==> config.mk <==
export PLATFORM = sky130hd
export DESIGN_NAME = pulse_counter
export DESIGN_NICKNAME = d
export VERILOG_FILES = /design/src/rtl/pulse_counter_pkg.sv /design/src/rtl/edge_sync_if.sv /design/src/rtl/input_sync.sv /design/src/rtl/pulse_counter.sv
export SDC_FILE = /design/constraint.sdc
export NUM_CORES = 1
export LEC_CHECK = 0
export ABC_AREA = 1
export ABC_CLOCK_PERIOD_IN_PS = 1700
export CAP_MARGIN = 20
export CORE_MARGIN = 2
export CORE_UTILIZATION = 55
export CTS_BUF_LIST = sky130_fd_sc_hd__clkbuf_16
export DETAILED_ROUTE_END_ITERATION = 12
export DONT_BUFFER_PORTS = 1
export HOLD_SLACK_MARGIN = 0.08
export PLACE_DENSITY = 0.8
export SLEW_MARGIN = 20
export SYNTH_ARGS = -nofsm -noshare
export SYNTH_HDL_FRONTEND = slang
export SYNTH_HIERARCHICAL = 1
export SYNTH_SLANG_ARGS = --single-unit
==> constraint.sdc <==
create_clock -name clk_i -period 1.7 [get_ports clk_i]
set_input_delay 0.34 -clock clk_i [delete_from_list [all_inputs] [get_ports clk_i]]
set_output_delay 0.34 -clock clk_i [all_outputs]
set_load 0.03 [all_outputs]
==> src/rtl/pulse_counter_pkg.sv <==
package pulse_counter_pkg;

  // Counter geometry
  localparam int          CNT_W        = 16;
  localparam logic [15:0] CNT_MAX      = 16'hFFFF;
  localparam logic [15:0] CNT_ZERO     = 16'h0000;

  // Register byte offsets (word aligned)
  localparam logic [3:0]  OFS_CTRL     = 4'h0;
  localparam logic [3:0]  OFS_PRESET   = 4'h4;
  localparam logic [3:0]  OFS_COUNT    = 4'h8;
  localparam logic [3:0]  OFS_STATUS   = 4'hC;
  localparam logic [4:0]  OFS_MASK     = 5'h10;

  // Control field positions
  localparam int          CTRL_LOAD    = 0;
  localparam int          CTRL_SETFLG  = 1;
  localparam int          CTRL_OUTSET  = 2;
  localparam int          CTRL_ARM     = 3;
  localparam int          CTRL_MODE    = 4;
  localparam int          CTRL_EN      = 6;

  // Status / mask field positions
  localparam int          ST_WRAP_UP   = 0;
  localparam int          ST_WRAP_DN   = 1;
  localparam int          ST_FLAG_CLR  = 2;
  localparam int          ST_OUT_OFF   = 3;
  localparam int          ST_W         = 4;

  // Reset values
  localparam logic [15:0] PRESET_RST   = 16'h0000;
  localparam logic [3:0]  MASK_RST     = 4'h0;

  // Count modes
  typedef enum logic [1:0] {
    MODE_SINGLE,
    MODE_GATED,
    MODE_ENCODER,
    MODE_OFF
  } count_mode_t;

  // Field input rate limit and resulting samples per half period
  localparam int          CLK_HZ       = 40_000_000;
  localparam int          IN_MAX_HZ    = 20_000;
  localparam int          HALF_CYC     = CLK_HZ / (2 * IN_MAX_HZ);

endpackage

==> src/rtl/edge_sync_if.sv <==
`timescale 1ns/1ps
`default_nettype none
// Synchronised inputs and edges between front end and counter core
interface edge_sync_if;
  logic a_lvl;   // Synchronised input A
  logic b_lvl;   // Synchronised input B
  logic a_rise;  // Rising edge of A, one cycle
  logic a_fall;  // Falling edge of A, one cycle
  modport src (output a_lvl, output b_lvl, output a_rise, output a_fall);
  modport dst (input a_lvl, input b_lvl, input a_rise, input a_fall);
endinterface
`default_nettype wire

==> src/rtl/input_sync.sv <==
`timescale 1ns/1ps
`default_nettype none
module input_sync (
  // Clock and reset
  input  wire logic   clk_i,
  input  wire logic   rst_i,
  // Raw field pins
  input  wire logic   a_pin_i,
  input  wire logic   b_pin_i,
  // Synchronised view
  edge_sync_if.src    sync
);

  logic [1:0] a_meta_q, a_meta_d;  // Two-stage sync for A
  logic [1:0] b_meta_q, b_meta_d;  // Two-stage sync for B
  logic       a_old_q,  a_old_d;   // Previous synced A

  // Next values: stage 0 feeds only stage 1
  always_comb begin
    a_meta_d = {a_meta_q[0], a_pin_i};
    b_meta_d = {b_meta_q[0], b_pin_i};
    a_old_d  = a_meta_q[1];
  end

  // Registers
  always_ff @(posedge clk_i) begin
    if (rst_i) begin
      a_meta_q <= 2'h0;
      b_meta_q <= 2'h0;
      a_old_q  <= 1'b0;
    end else begin
      a_meta_q <= a_meta_d;
      b_meta_q <= b_meta_d;
      a_old_q  <= a_old_d;
    end
  end

  // Edges only from the second stage
  assign sync.a_lvl  = a_meta_q[1];
  assign sync.b_lvl  = b_meta_q[1];
  assign sync.a_rise = a_meta_q[1] & ~a_old_q;
  assign sync.a_fall = ~a_meta_q[1] & a_old_q;

endmodule
`default_nettype wire

==> src/rtl/pulse_counter.sv <==
// Our own choices: the Wishbone register port and the address map.
`timescale 1ns/1ps
`default_nettype none
module pulse_counter
  import pulse_counter_pkg::*;
(
  // Clock and reset
  input  wire logic        clk_i,
  input  wire logic        rst_i,
  // Wishbone slave
  input  wire logic        wb_cyc_i,
  input  wire logic        wb_stb_i,
  input  wire logic        wb_we_i,
  input  wire logic [4:0]  wb_adr_i,
  input  wire logic [3:0]  wb_sel_i,
  input  wire logic [31:0] wb_dat_i,
  output logic [31:0]      wb_dat_o,
  output logic             wb_ack_o,
  // Field pins
  input  wire logic        in_a_i,
  input  wire logic        in_b_i,
  output logic             counter_driven_output_o,
  // Interrupt
  output logic             irq_o
);

  ////////////////////////////////////////////////////////////////////////////
  // Input front end

  edge_sync_if sync ();

  input_sync u_sync (
    .clk_i   (clk_i),
    .rst_i   (rst_i),
    .a_pin_i (in_a_i),
    .b_pin_i (in_b_i),
    .sync    (sync)
  );

  ////////////////////////////////////////////////////////////////////////////
  // Bus decode

  logic        req;      // Live request not yet answered
  logic        wr_ctrl;  // Write strobe, control
  logic        wr_pre;   // Write strobe, preset
  logic        wr_mask;  // Write strobe, mask
  logic        rd_stat;  // Read of status, clears it

  assign req     = wb_cyc_i & wb_stb_i & ~wb_ack_o;
  assign wr_ctrl = req & wb_we_i & (wb_adr_i == {1'b0, OFS_CTRL});
  assign wr_pre  = req & wb_we_i & (wb_adr_i == {1'b0, OFS_PRESET});
  assign wr_mask = req & wb_we_i & (wb_adr_i == OFS_MASK) & wb_sel_i[0];
  assign rd_stat = req & ~wb_we_i & (wb_adr_i == {1'b0, OFS_STATUS});
  // Slot base address and watchdog sharing sit on the carrier

  ////////////////////////////////////////////////////////////////////////////
  // State

  logic [15:0]      count_q,  count_d;   // Running count
  logic [15:0]      preset_q, preset_d;  // Value to load
  count_mode_t      mode_q,   mode_d;    // Selected count mode
  logic             en_q,     en_d;      // Counting enable
  logic             arm_q,    arm_d;     // Output clear armed
  logic             flag_q,   flag_d;    // Internal terminal flag
  logic             out_q,    out_d;     // Process output
  logic [ST_W-1:0]  stat_q,   stat_d;    // Sticky events
  logic [ST_W-1:0]  mask_q,   mask_d;    // Interrupt mask
  logic             irq_q,    irq_d;     // Registered interrupt
  logic [31:0]      rdat_q,   rdat_d;    // Read data
  logic             ack_q,    ack_d;     // Bus acknowledge

  // Combinational step helpers
  logic             step_up;  // Count one up this cycle
  logic             step_dn;  // Count one down this cycle
  logic             load;     // Preset load command
  logic             hit_top;  // Up step lands on 65535
  logic             hit_bot;  // Down step lands on zero
  logic             wrap_up;  // Up step from 65535
  logic             wrap_dn;  // Down step from zero
  logic [ST_W-1:0]  ev;       // Events this cycle
  logic [15:0]      pre_mrg;  // Preset after byte lanes

  ////////////////////////////////////////////////////////////////////////////
  // Step qualification per mode
  always_comb begin
    step_up = 1'b0;
    step_dn = 1'b0;
    case (mode_q)
      // Every rising edge of A
      MODE_SINGLE: step_up = sync.a_rise;
      // A counted only while B is high
      MODE_GATED:  step_up = sync.a_rise & sync.b_lvl;
      // B level at A rise gives direction
      MODE_ENCODER: begin
        step_up = sync.a_rise & ~sync.b_lvl;
        step_dn = sync.a_rise &  sync.b_lvl;
      end
      MODE_OFF:    step_up = 1'b0;
      default:     step_up = 1'b0;
    endcase
    if (!en_q) begin
      step_up = 1'b0;
      step_dn = 1'b0;
    end
  end

  // Range end detection
  assign load    = wr_ctrl & wb_sel_i[0] & wb_dat_i[CTRL_LOAD];
  assign hit_top = step_up & (count_q == CNT_MAX - 16'h0001);
  assign hit_bot = step_dn & (count_q == CNT_ZERO + 16'h0001);
  assign wrap_up = step_up & (count_q == CNT_MAX);
  assign wrap_dn = step_dn & (count_q == CNT_ZERO);

  ////////////////////////////////////////////////////////////////////////////
  // Counter, flag and output next values
  always_comb begin
    count_d  = count_q;
    preset_d = preset_q;
    mode_d   = mode_q;
    en_d     = en_q;
    arm_d    = arm_q;
    flag_d   = flag_q;
    out_d    = out_q;
    pre_mrg  = preset_q;
    // Preset writes by byte lane
    if (wb_sel_i[0]) pre_mrg[7:0]  = wb_dat_i[7:0];
    if (wb_sel_i[1]) pre_mrg[15:8] = wb_dat_i[15:8];
    if (wr_pre) begin
      preset_d = pre_mrg;
    end
    // Control writes: mode, enable, arm are levels
    if (wr_ctrl && wb_sel_i[0]) begin
      mode_d = count_mode_t'(wb_dat_i[CTRL_MODE +: 2]);
      en_d   = wb_dat_i[CTRL_EN];
      arm_d  = wb_dat_i[CTRL_ARM];
    end
    // Counting with wrap at both ends
    if (step_up) begin
      count_d = count_q + 16'h0001;
    end else if (step_dn) begin
      count_d = count_q - 16'h0001;
    end
    // Flag clears when a range end is reached
    if (hit_top || hit_bot) begin
      flag_d = 1'b0;
    end
    // Load and set command win over a clear
    if (load) begin
      count_d = preset_q;
      flag_d  = 1'b1;
    end
    if (wr_ctrl && wb_sel_i[0] && wb_dat_i[CTRL_SETFLG]) begin
      flag_d = 1'b1;
    end
    // Armed range end drops the output at once, also on a later pass
    // whose flag is already clear
    if (arm_q && (hit_top || hit_bot) && !flag_d) begin
      out_d = 1'b0;
    end
    // Software raises the output
    if (wr_ctrl && wb_sel_i[0] && wb_dat_i[CTRL_OUTSET]) begin
      out_d = 1'b1;
    end
  end

  // Registers for counter, flag and output
  always_ff @(posedge clk_i) begin
    if (rst_i) begin
      count_q  <= CNT_ZERO;
      preset_q <= PRESET_RST;
      mode_q   <= MODE_SINGLE;
      en_q     <= 1'b0;
      arm_q    <= 1'b0;
      flag_q   <= 1'b0;
      out_q    <= 1'b0;
    end else begin
      count_q  <= count_d;
      preset_q <= preset_d;
      mode_q   <= mode_d;
      en_q     <= en_d;
      arm_q    <= arm_d;
      flag_q   <= flag_d;
      out_q    <= out_d;
    end
  end

  ////////////////////////////////////////////////////////////////////////////
  // Interrupt and bus answer next values
  always_comb begin
    ev                   = '0;
    ev[ST_WRAP_UP]       = wrap_up;
    ev[ST_WRAP_DN]       = wrap_dn;
    ev[ST_FLAG_CLR]      = flag_q & ~flag_d;
    ev[ST_OUT_OFF]       = out_q & ~out_d;
    // Read clears, but a new event still wins
    stat_d               = (rd_stat ? '0 : stat_q) | ev;
    mask_d               = wr_mask ? wb_dat_i[ST_W-1:0] : mask_q;
    irq_d                = |(stat_d & mask_d);
    ack_d                = req;
    rdat_d               = 32'h0000_0000;
    // Flag itself is never placed on the read path
    if (req && !wb_we_i) begin
      case (wb_adr_i)
        {1'b0, OFS_CTRL}:   rdat_d = {25'h0, en_q, mode_q, arm_q,
                                      out_q, 2'h0};
        {1'b0, OFS_PRESET}: rdat_d = {16'h0, preset_q};
        {1'b0, OFS_COUNT}:  rdat_d = {16'h0, count_q};
        {1'b0, OFS_STATUS}: rdat_d = {28'h0, stat_q};
        OFS_MASK:           rdat_d = {28'h0, mask_q};
        default:            rdat_d = 32'h0000_0000;
      endcase
    end
  end

  // Registers for interrupt and bus
  always_ff @(posedge clk_i) begin
    if (rst_i) begin
      stat_q <= '0;
      mask_q <= MASK_RST;
      irq_q  <= 1'b0;
      ack_q  <= 1'b0;
      rdat_q <= 32'h0000_0000;
    end else begin
      stat_q <= stat_d;
      mask_q <= mask_d;
      irq_q  <= irq_d;
      ack_q  <= ack_d;
      rdat_q <= rdat_d;
    end
  end

  // Outputs straight from flops
  assign wb_ack_o                = ack_q;
  assign wb_dat_o                = rdat_q;
  assign counter_driven_output_o = out_q;
  assign irq_o                   = irq_q;

  ////////////////////////////////////////////////////////////////////////////
  // Assertions

  property p_load_sets_flag;
    @(posedge clk_i) disable iff (rst_i)
      load |=> flag_q && count_q == $past(preset_q);
  endproperty
  a_load_sets_flag: assert property (p_load_sets_flag)
    else $error("load did not set flag and count");

  property p_gate;
    @(posedge clk_i) disable iff (rst_i)
      (mode_q == MODE_GATED && !sync.b_lvl && !load) |=>
        count_q == $past(count_q);
  endproperty
  a_gate: assert property (p_gate)
    else $error("gated count moved with gate low");

  property p_enc_dn;
    @(posedge clk_i) disable iff (rst_i)
      (en_q && mode_q == MODE_ENCODER && sync.a_rise && sync.b_lvl
       && !load) |=> count_q == $past(count_q) - 16'h0001;
  endproperty
  a_enc_dn: assert property (p_enc_dn)
    else $error("encoder down step wrong");

  property p_wrap;
    @(posedge clk_i) disable iff (rst_i)
      (wrap_up && !load) |=> count_q == CNT_ZERO;
  endproperty
  a_wrap: assert property (p_wrap)
    else $error("no wrap to zero");

  property p_top_clear;
    @(posedge clk_i) disable iff (rst_i)
      (hit_top && !wr_ctrl) |=> !flag_q;
  endproperty
  a_top_clear: assert property (p_top_clear)
    else $error("flag not cleared at 65535");

  property p_out_drop;
    @(posedge clk_i) disable iff (rst_i)
      (arm_q && flag_q && hit_bot && !wr_ctrl) |=> !out_q && !flag_q;
  endproperty
  a_out_drop: assert property (p_out_drop)
    else $error("armed output did not drop with flag");

  property p_end_drop;
    @(posedge clk_i) disable iff (rst_i)
      (arm_q && (hit_top || hit_bot) && !wr_ctrl) |=> !out_q;
  endproperty
  a_end_drop: assert property (p_end_drop)
    else $error("armed range end left output on");

  property p_out_hold;
    @(posedge clk_i) disable iff (rst_i)
      (!arm_q && !wr_ctrl) |=> out_q == $past(out_q);
  endproperty
  a_out_hold: assert property (p_out_hold)
    else $error("unarmed output changed");

  property p_one_step;
    @(posedge clk_i) disable iff (rst_i)
      (!sync.a_rise && !load) |=> count_q == $past(count_q);
  endproperty
  a_one_step: assert property (p_one_step)
    else $error("count moved without edge");

  property p_ack_one;
    @(posedge clk_i) disable iff (rst_i)
      wb_ack_o |=> !wb_ack_o;
  endproperty
  a_ack_one: assert property (p_ack_one)
    else $error("ack longer than one cycle");

  c_load:  cover property (@(posedge clk_i) disable iff (rst_i) load);
  c_wrapd: cover property (@(posedge clk_i) disable iff (rst_i) wrap_dn);
  c_drop:  cover property (@(posedge clk_i) disable iff (rst_i)
                           $fell(out_q));
  c_irq:   cover property (@(posedge clk_i) disable iff (rst_i)
                           $rose(irq_o));

endmodule
`default_nettype wire

=== Word-level counts from Yosys, hierarchy flattened ===
Cells that the tools add are included.

* Bits in writable memories: 0
* Logic and storage cells: 89
* Register bits after elaboration: 85
* Latch bits: 0
* Input bits: 48
* Output and inout port bits: 35
* Bits in read-only memories: 0
* Memories kept: 0

* Equal/unequal tests: 10
* Reduce and logical (&&, ||, !) cells: 17
* $mul: 0
* Shift operators: 0
* Div/mod/pow operators: 0
* Bitwise logic cells: 29
* Add/sub/neg operators: 2
* Magnitude comparators: 0
* Mux-type cells: 15

{| class="wikitable"
|+ Operator list
! cell !! number
|-
| 16-bit one-hot mux with 5 select lines || 1
|-
| 16-bit two-way mux || 3
|-
| 16-bit == test (second input constant) || 2
|-
| 1-bit bitwise AND || 20
|-
| 16-bit by 1-bit adder with 16-bit output (second input constant) || 1
|-
| 16-bit by 1-bit == test with 1-bit output (second input constant) || 1
|-
| 16-bit zero test || 1
|-
| 16-bit by 1-bit subtractor with 16-bit output (second input constant) || 1
|-
| 5-bit by 4-bit == test with 1-bit output (second input constant) || 2
|-
| 1-bit two-way mux || 8
|-
| 4-bit two-way mux || 2
|-
| 1-bit NOT || 7
|-
| 1-bit logical AND || 6
|-
| 5-bit by 3-bit == test with 1-bit output (second input constant) || 1
|-
| 5-bit == test (second input constant) || 1
|-
| 5-bit zero test || 1
|-
| 4-bit bitwise AND || 1
|-
| 2-bit == test (second input constant) || 2
|-
| 4-bit bitwise OR || 1
|-
| 1-bit one-hot mux with 4 select lines || 1
|-
| 2-bit AND reduction || 2
|-
| 4-bit OR reduction || 1
|-
| 3-bit nonzero test || 1
|-
| 2-bit by 1-bit == test with 1-bit output (second input constant) || 1
|-
| 4 further kinds || 5
|}

=== Longest topological paths before layout ===
* Word-level depth: 19
* Depth in mapped cells: 14
* Gate-level depth less buffers: 14

=== Cells and area by module ===
Netlist, hierarchy kept.

{| class="wikitable"
|+ By module, submodules not included
! module !! area each (µm²) !! instances !! cells each
|-
| pulse_counter || 3917.5 || 1 || 571
|-
| input_sync || 148.9 || 1 || 18
|}

=== Worst setup path before layout ===
OpenSTA, ideal clock, no wires.

* Path kind: reg2reg
* Start: reg ack_q, in the netlist wb_ack_o
* End: reg count_q[12]
* Path slack: 0.191 ns
* Data required time: 1.565 ns
* Library setup time: 0.135 ns
* Path buffers: 1
* Stages on the path, launching flop included: 10
* Arrival time: 1.374 ns
* Path through: dfxtp_1 > nor2_4 > nand3_4 > nor2_8 > nand2_8 > buf_6 > o21ai_1 > inv_1 > nand2_1 > a21oi_1

* Longest elaborated chain between the ends: 7

{| class="wikitable"
|+ Ends and longest elaborated chain
! item !! RTL line !! RTL
|-
| start: declaration || pulse_counter.sv:70 || <nowiki>logic ack_q, ack_d;</nowiki>
|-
| start signal: assignment || pulse_counter.sv:227 || <nowiki>ack_q <= ack_d;</nowiki>
|-
| 1-bit NOT * || pulse_counter.sv:49 || <nowiki>assign req = wb_cyc_i & wb_stb_i & ~wb_ack_o;</nowiki>
|-
| 1-bit bitwise AND * || pulse_counter.sv:49 ||
|-
| 1-bit bitwise AND * (2 in series) || pulse_counter.sv:50 || <nowiki>assign wr_ctrl = req & wb_we_i & (wb_adr_i == {1'b0, OFS_CTRL});</nowiki>
|-
| 1-bit bitwise AND * (2 in series) || pulse_counter.sv:108 || <nowiki>assign load = wr_ctrl & wb_sel_i[0] & wb_dat_i[CTRL_LOAD];</nowiki>
|-
| 3-bit nonzero test (no line) / 16-bit two-way mux (equally long branches) || - ||
|-
| end signal: assignment || pulse_counter.sv:177 || <nowiki>count_q <= count_d;</nowiki>
|-
| end: declaration || pulse_counter.sv:59 || <nowiki>logic [15:0] count_q, count_d;</nowiki>
|}

Every way passes the cells marked *; elsewhere a longest branch is shown, timed or not.
A chain may end at the register's enable or synchronous reset.

=== Worst setup path after layout ===
* Start: reg u_sync.a_meta_q[1]
* End: reg count_q[7]

* Longest elaborated chain between the ends: 6

{| class="wikitable"
|+ Ends and longest elaborated chain
! item !! RTL line !! RTL
|-
| start: declaration || input_sync.sv:14 || <nowiki>logic [1:0] a_meta_q, a_meta_d;</nowiki>
|-
| start signal: assignment || input_sync.sv:32 || <nowiki>a_meta_q <= a_meta_d;</nowiki>
|-
| 1-bit bitwise AND * || input_sync.sv:41 || <nowiki>assign sync.a_rise = a_meta_q[1] & ~a_old_q;</nowiki>
|-
| via sync.a_rise || edge_sync_if.sv:7 || <nowiki>logic a_rise;</nowiki>
|-
| 1-bit bitwise AND, on equally long branches || pulse_counter.sv:95, pulse_counter.sv:92, pulse_counter.sv:96 ||
|-
| 1-bit one-hot mux with 4 select lines || pulse_counter.sv:88 || <nowiki>case (mode_q)</nowiki>
|-
| 1-bit two-way mux || pulse_counter.sv:101 || <nowiki>if (!en_q) begin</nowiki>
|-
| 16-bit two-way mux || pulse_counter.sv:138 || <nowiki>if (step_up) begin</nowiki>
|-
| 16-bit two-way mux || pulse_counter.sv:148 || <nowiki>if (load) begin</nowiki>
|}

The timed path passes the listed nets; every way through them passes the cells marked *.

==> PnR_summary.wiki <==
{| class="wikitable"
! Metric !! Value
|-
| Cell Count Post-Placement || 690
|-
| Clk_skew || 0.007283 ns
|-
| Worst IR drop on VDD || 0.5654 mV
|-
| HPWL after detailed placement || 7320 µm
|-
| Chip height || 89.91 µm
|-
| Worst slew margin relative to its limit || 0.3794
|-
| Pwr dens || 763.9 nW/µm²
|-
| Global placer's final weighted congestion || 0.9881
|-
| Cell family contributing the most delay on the critical path || simple AND/OR/NAND/NOR gates
|-
| Number of buffers on the longest clock path || 2
|-
| Ratio of cells with drive above 1 in the final layout || 0.2161
|-
| Drt initial violations || 263
|-
| Wire length of the first global-routing pass || 17370 µm
|-
| List of cells traversed by the critical path || inv_2 -> nor2_4 -> nand2_2 -> inv_2 -> nand3_4 -> buf_6 -> nand2_4 -> inv_2 -> nand2_8 -> clkinvlp_4 -> nand2_2 -> a21oi_2
|-
| Final period util || 0.9843
|-
| Initial core utilization || 0.5626
|-
| Residual DRC count || 0
|-
| Antenna-violating nets left || 0
|-
| Tightest Hold Check Type || input port to register
|-
| Vias in the first global route || 3784
|-
| Required @ worst endpoint || 1.87 ns
|-
| Critical Path Slowest Stage Cell || sky130_fd_sc_hd__dfxtp_2
|-
| Aggregate negative setup slack || 0 ns
|-
| Antenna violations before repair || 0
|-
| WL/cell || 15.02 µm
|-
| CP most frequent cell || sky130_fd_sc_hd__inv_2
|-
| H-tree depth || 3
|-
| Final hold violation count || 0
|-
| Critical Setup Path Class || register to register
|-
| DIE AREA || 8083 µm²
|-
| PnR Total Power || 0.003625 W
|-
| CP Buf/Inv Count || 5
|-
| Yosys warnings || 6
|-
| Vias post-DR || 4028
|-
| Post-Route WL || 10800 µm
|-
| Setup slack, reg-to-reg || 0.03 ns
|-
| TritonCTS clock tree || yes
|-
| Final worst setup slack || 0.02675 ns
|-
| Run status || completed
|-
| Total number of placement rows || 31
|-
| Port-buffer cells || 0
|-
| Signal arrival time at the worst endpoint || 1.85 ns
|-
| Leakage power figure || 2.066 nW
|-
| Largest net degree at the start of global routing || 27
|-
| Setup repair after global routing missed its margin || yes
|-
| Max Fanout on Critical Path || 8
|-
| Number of antenna repair diodes || 0
|-
| Max incr delay on CP || 0.32 ns
|-
| Transition time of the tightest slew-check pin || 0.9278 ns
|-
| Worst setup timing slack at the placement stage || -0.06619 ns
|-
| Final Hold Slack || 0.08693 ns
|-
| Number of nets in the finished design || 669
|-
| DR pass1 iterations || 6
|-
| Growth of design area from synthesis to finish || 16.92%
|-
| Clock root buffer || sky130_fd_sc_hd__clkbuf_16
|-
| Layout Cells excl Fill || 719
|-
| Core area || 7214 µm²
|-
| Post-Syn Area per Cell || 6.915 µm²
|-
| Overflow left after global routing || 0
|-
| Highest achievable clock rate || 0.5976 GHz
|-
| Clock buffer count from CTS || 9
|-
| Count of pins over their slew limit || 0
|-
| All-Layer GR Usage || 0.2625
|-
| Post-CTS clock slew at the launch and capture registers of the worst setup and hold paths || 0.06 ns
|-
| Synth Cell Area || 4059 µm²
|-
| Width of the die || 89.91 µm
|-
| Post-layout min period || 1.673 ns
|-
| Total clock sinks || 69
|-
| Number of maximum-capacitance violations || 0
|-
| Setup-violating endpoint count in the final report || 0
|-
| Number of top-level pins || 83
|-
| Worst setup SP type || register
|-
| Number of standard cells after synthesis || 587
|-
| Source-to-sink clock delay at the later pin of the worst-skew pair || 0.33 ns
|-
| Critical Path End Type || register
|-
| Detail-routed via count per cell || 5.602
|}
-- registers in the layout (all words and copies together), names as in the netlist --
signal / flops
arm_q: 1
count_q: 16
counter_driven_output_o: 1
en_q: 1
flag_q: 1
irq_o: 1
mask_q: 4
mode_q: 2
preset_q: 16
stat_q: 4
u_sync/a_meta_q: 2
u_sync/a_old_q: 1
u_sync/b_meta_q: 2
wb_ack_o: 1
wb_dat_o: 16
-- metrics by stage --
| stage | cell area, µm² | utilization |
|---|---|---|
| finish | 4746 | 0.6578 |
| global route | 4746 | 0.6578 |
| CTS | 4548 | 0.6304 |
| detailed placement | 4173 | 0.5784 |
| global placement | 4173 | 0.5784 |
| floorplan | 4115 | - |
-- metal layers --
metal	GRT usage	share of wire	vias up
met5	0	0	-
li1	-	-	1905
met1	0.3210	0.39	1878
met4	0.1141	0.026	0
met3	0.06287	0.082	33
met2	0.4419	0.50	212
-- timing repair --
action                     in CTS  in global routing
setup buffers                   0                  7
hold endpoints to repair       23                  0
gates resized for setup         5                 51
pin swaps                       0                  7
hold buffers                    7                  0
setup endpoints to repair      13                 18
-- final timing paths --
check / from / endpoint / cells after the start
max: u_sync/a_meta_q[1] / count_q[7] / 12
min reg2reg: arm_q / arm_q / 2
min: rst_i / wb_ack_o / 1
max reg2reg: u_sync/a_meta_q[1] / count_q[7] / 12
-- worst reg2reg max path, delay by kind of cell (launching register included) --
family / cells / cell delay (ns)
DFF: 1 / 0.32
and+or+nand+nor: 6 / 0.60
AOI/OAI and AO/OA: 1 / 0.07
buffers and inverters: 5 / 0.53
-- cell type report --
cell class / instances / area, µm²
fill: 575 / 2469
multi-input combinational: 416 / 2262
sequential: 69 / 1403
timing repair buffer: 42 / 369.1
inverter: 78 / 299.0
clock buffer: 9 / 225.2
tap: 99 / 123.9
clock inverter: 6 / 63.81
-- where the power goes --
group	internal [W]	total [W]	switching (W)
logic	0.0000431	0.000165	0.000122
clock network	0.00113	0.00183	0.000707
registers	0.00162	0.00163	0.00000500
total	0.00279	0.00363	0.000834
-- cells in the final DEF, fill, tap and decap left out, types with 4 or more instances in the layout --
cell,count
sky130_fd_sc_hd__nand4_1,10
sky130_fd_sc_hd__a31oi_1,5
sky130_fd_sc_hd__nor2_4,6
sky130_fd_sc_hd__nor2_2,14
sky130_fd_sc_hd__a21oi_1,32
sky130_fd_sc_hd__o21ai_0,25
sky130_fd_sc_hd__inv_2,11
sky130_fd_sc_hd__nand2_1,126
sky130_fd_sc_hd__o21ai_1,18
sky130_fd_sc_hd__buf_4,30
sky130_fd_sc_hd__nand3_2,8
sky130_fd_sc_hd__conb_1,16
sky130_fd_sc_hd__ha_1,5
sky130_fd_sc_hd__nand3_1,30
sky130_fd_sc_hd__a221oi_1,4
sky130_fd_sc_hd__nor2_1,63
sky130_fd_sc_hd__clkbuf_16,9
sky130_fd_sc_hd__dfxtp_2,11
sky130_fd_sc_hd__xor2_1,14
sky130_fd_sc_hd__nand2_2,6
sky130_fd_sc_hd__dfxtp_1,56
sky130_fd_sc_hd__a21oi_2,5
sky130_fd_sc_hd__inv_1,65
sky130_fd_sc_hd__dlygate4sd3_1,7
Note: power is estimated with default switching activity, not from simulation.
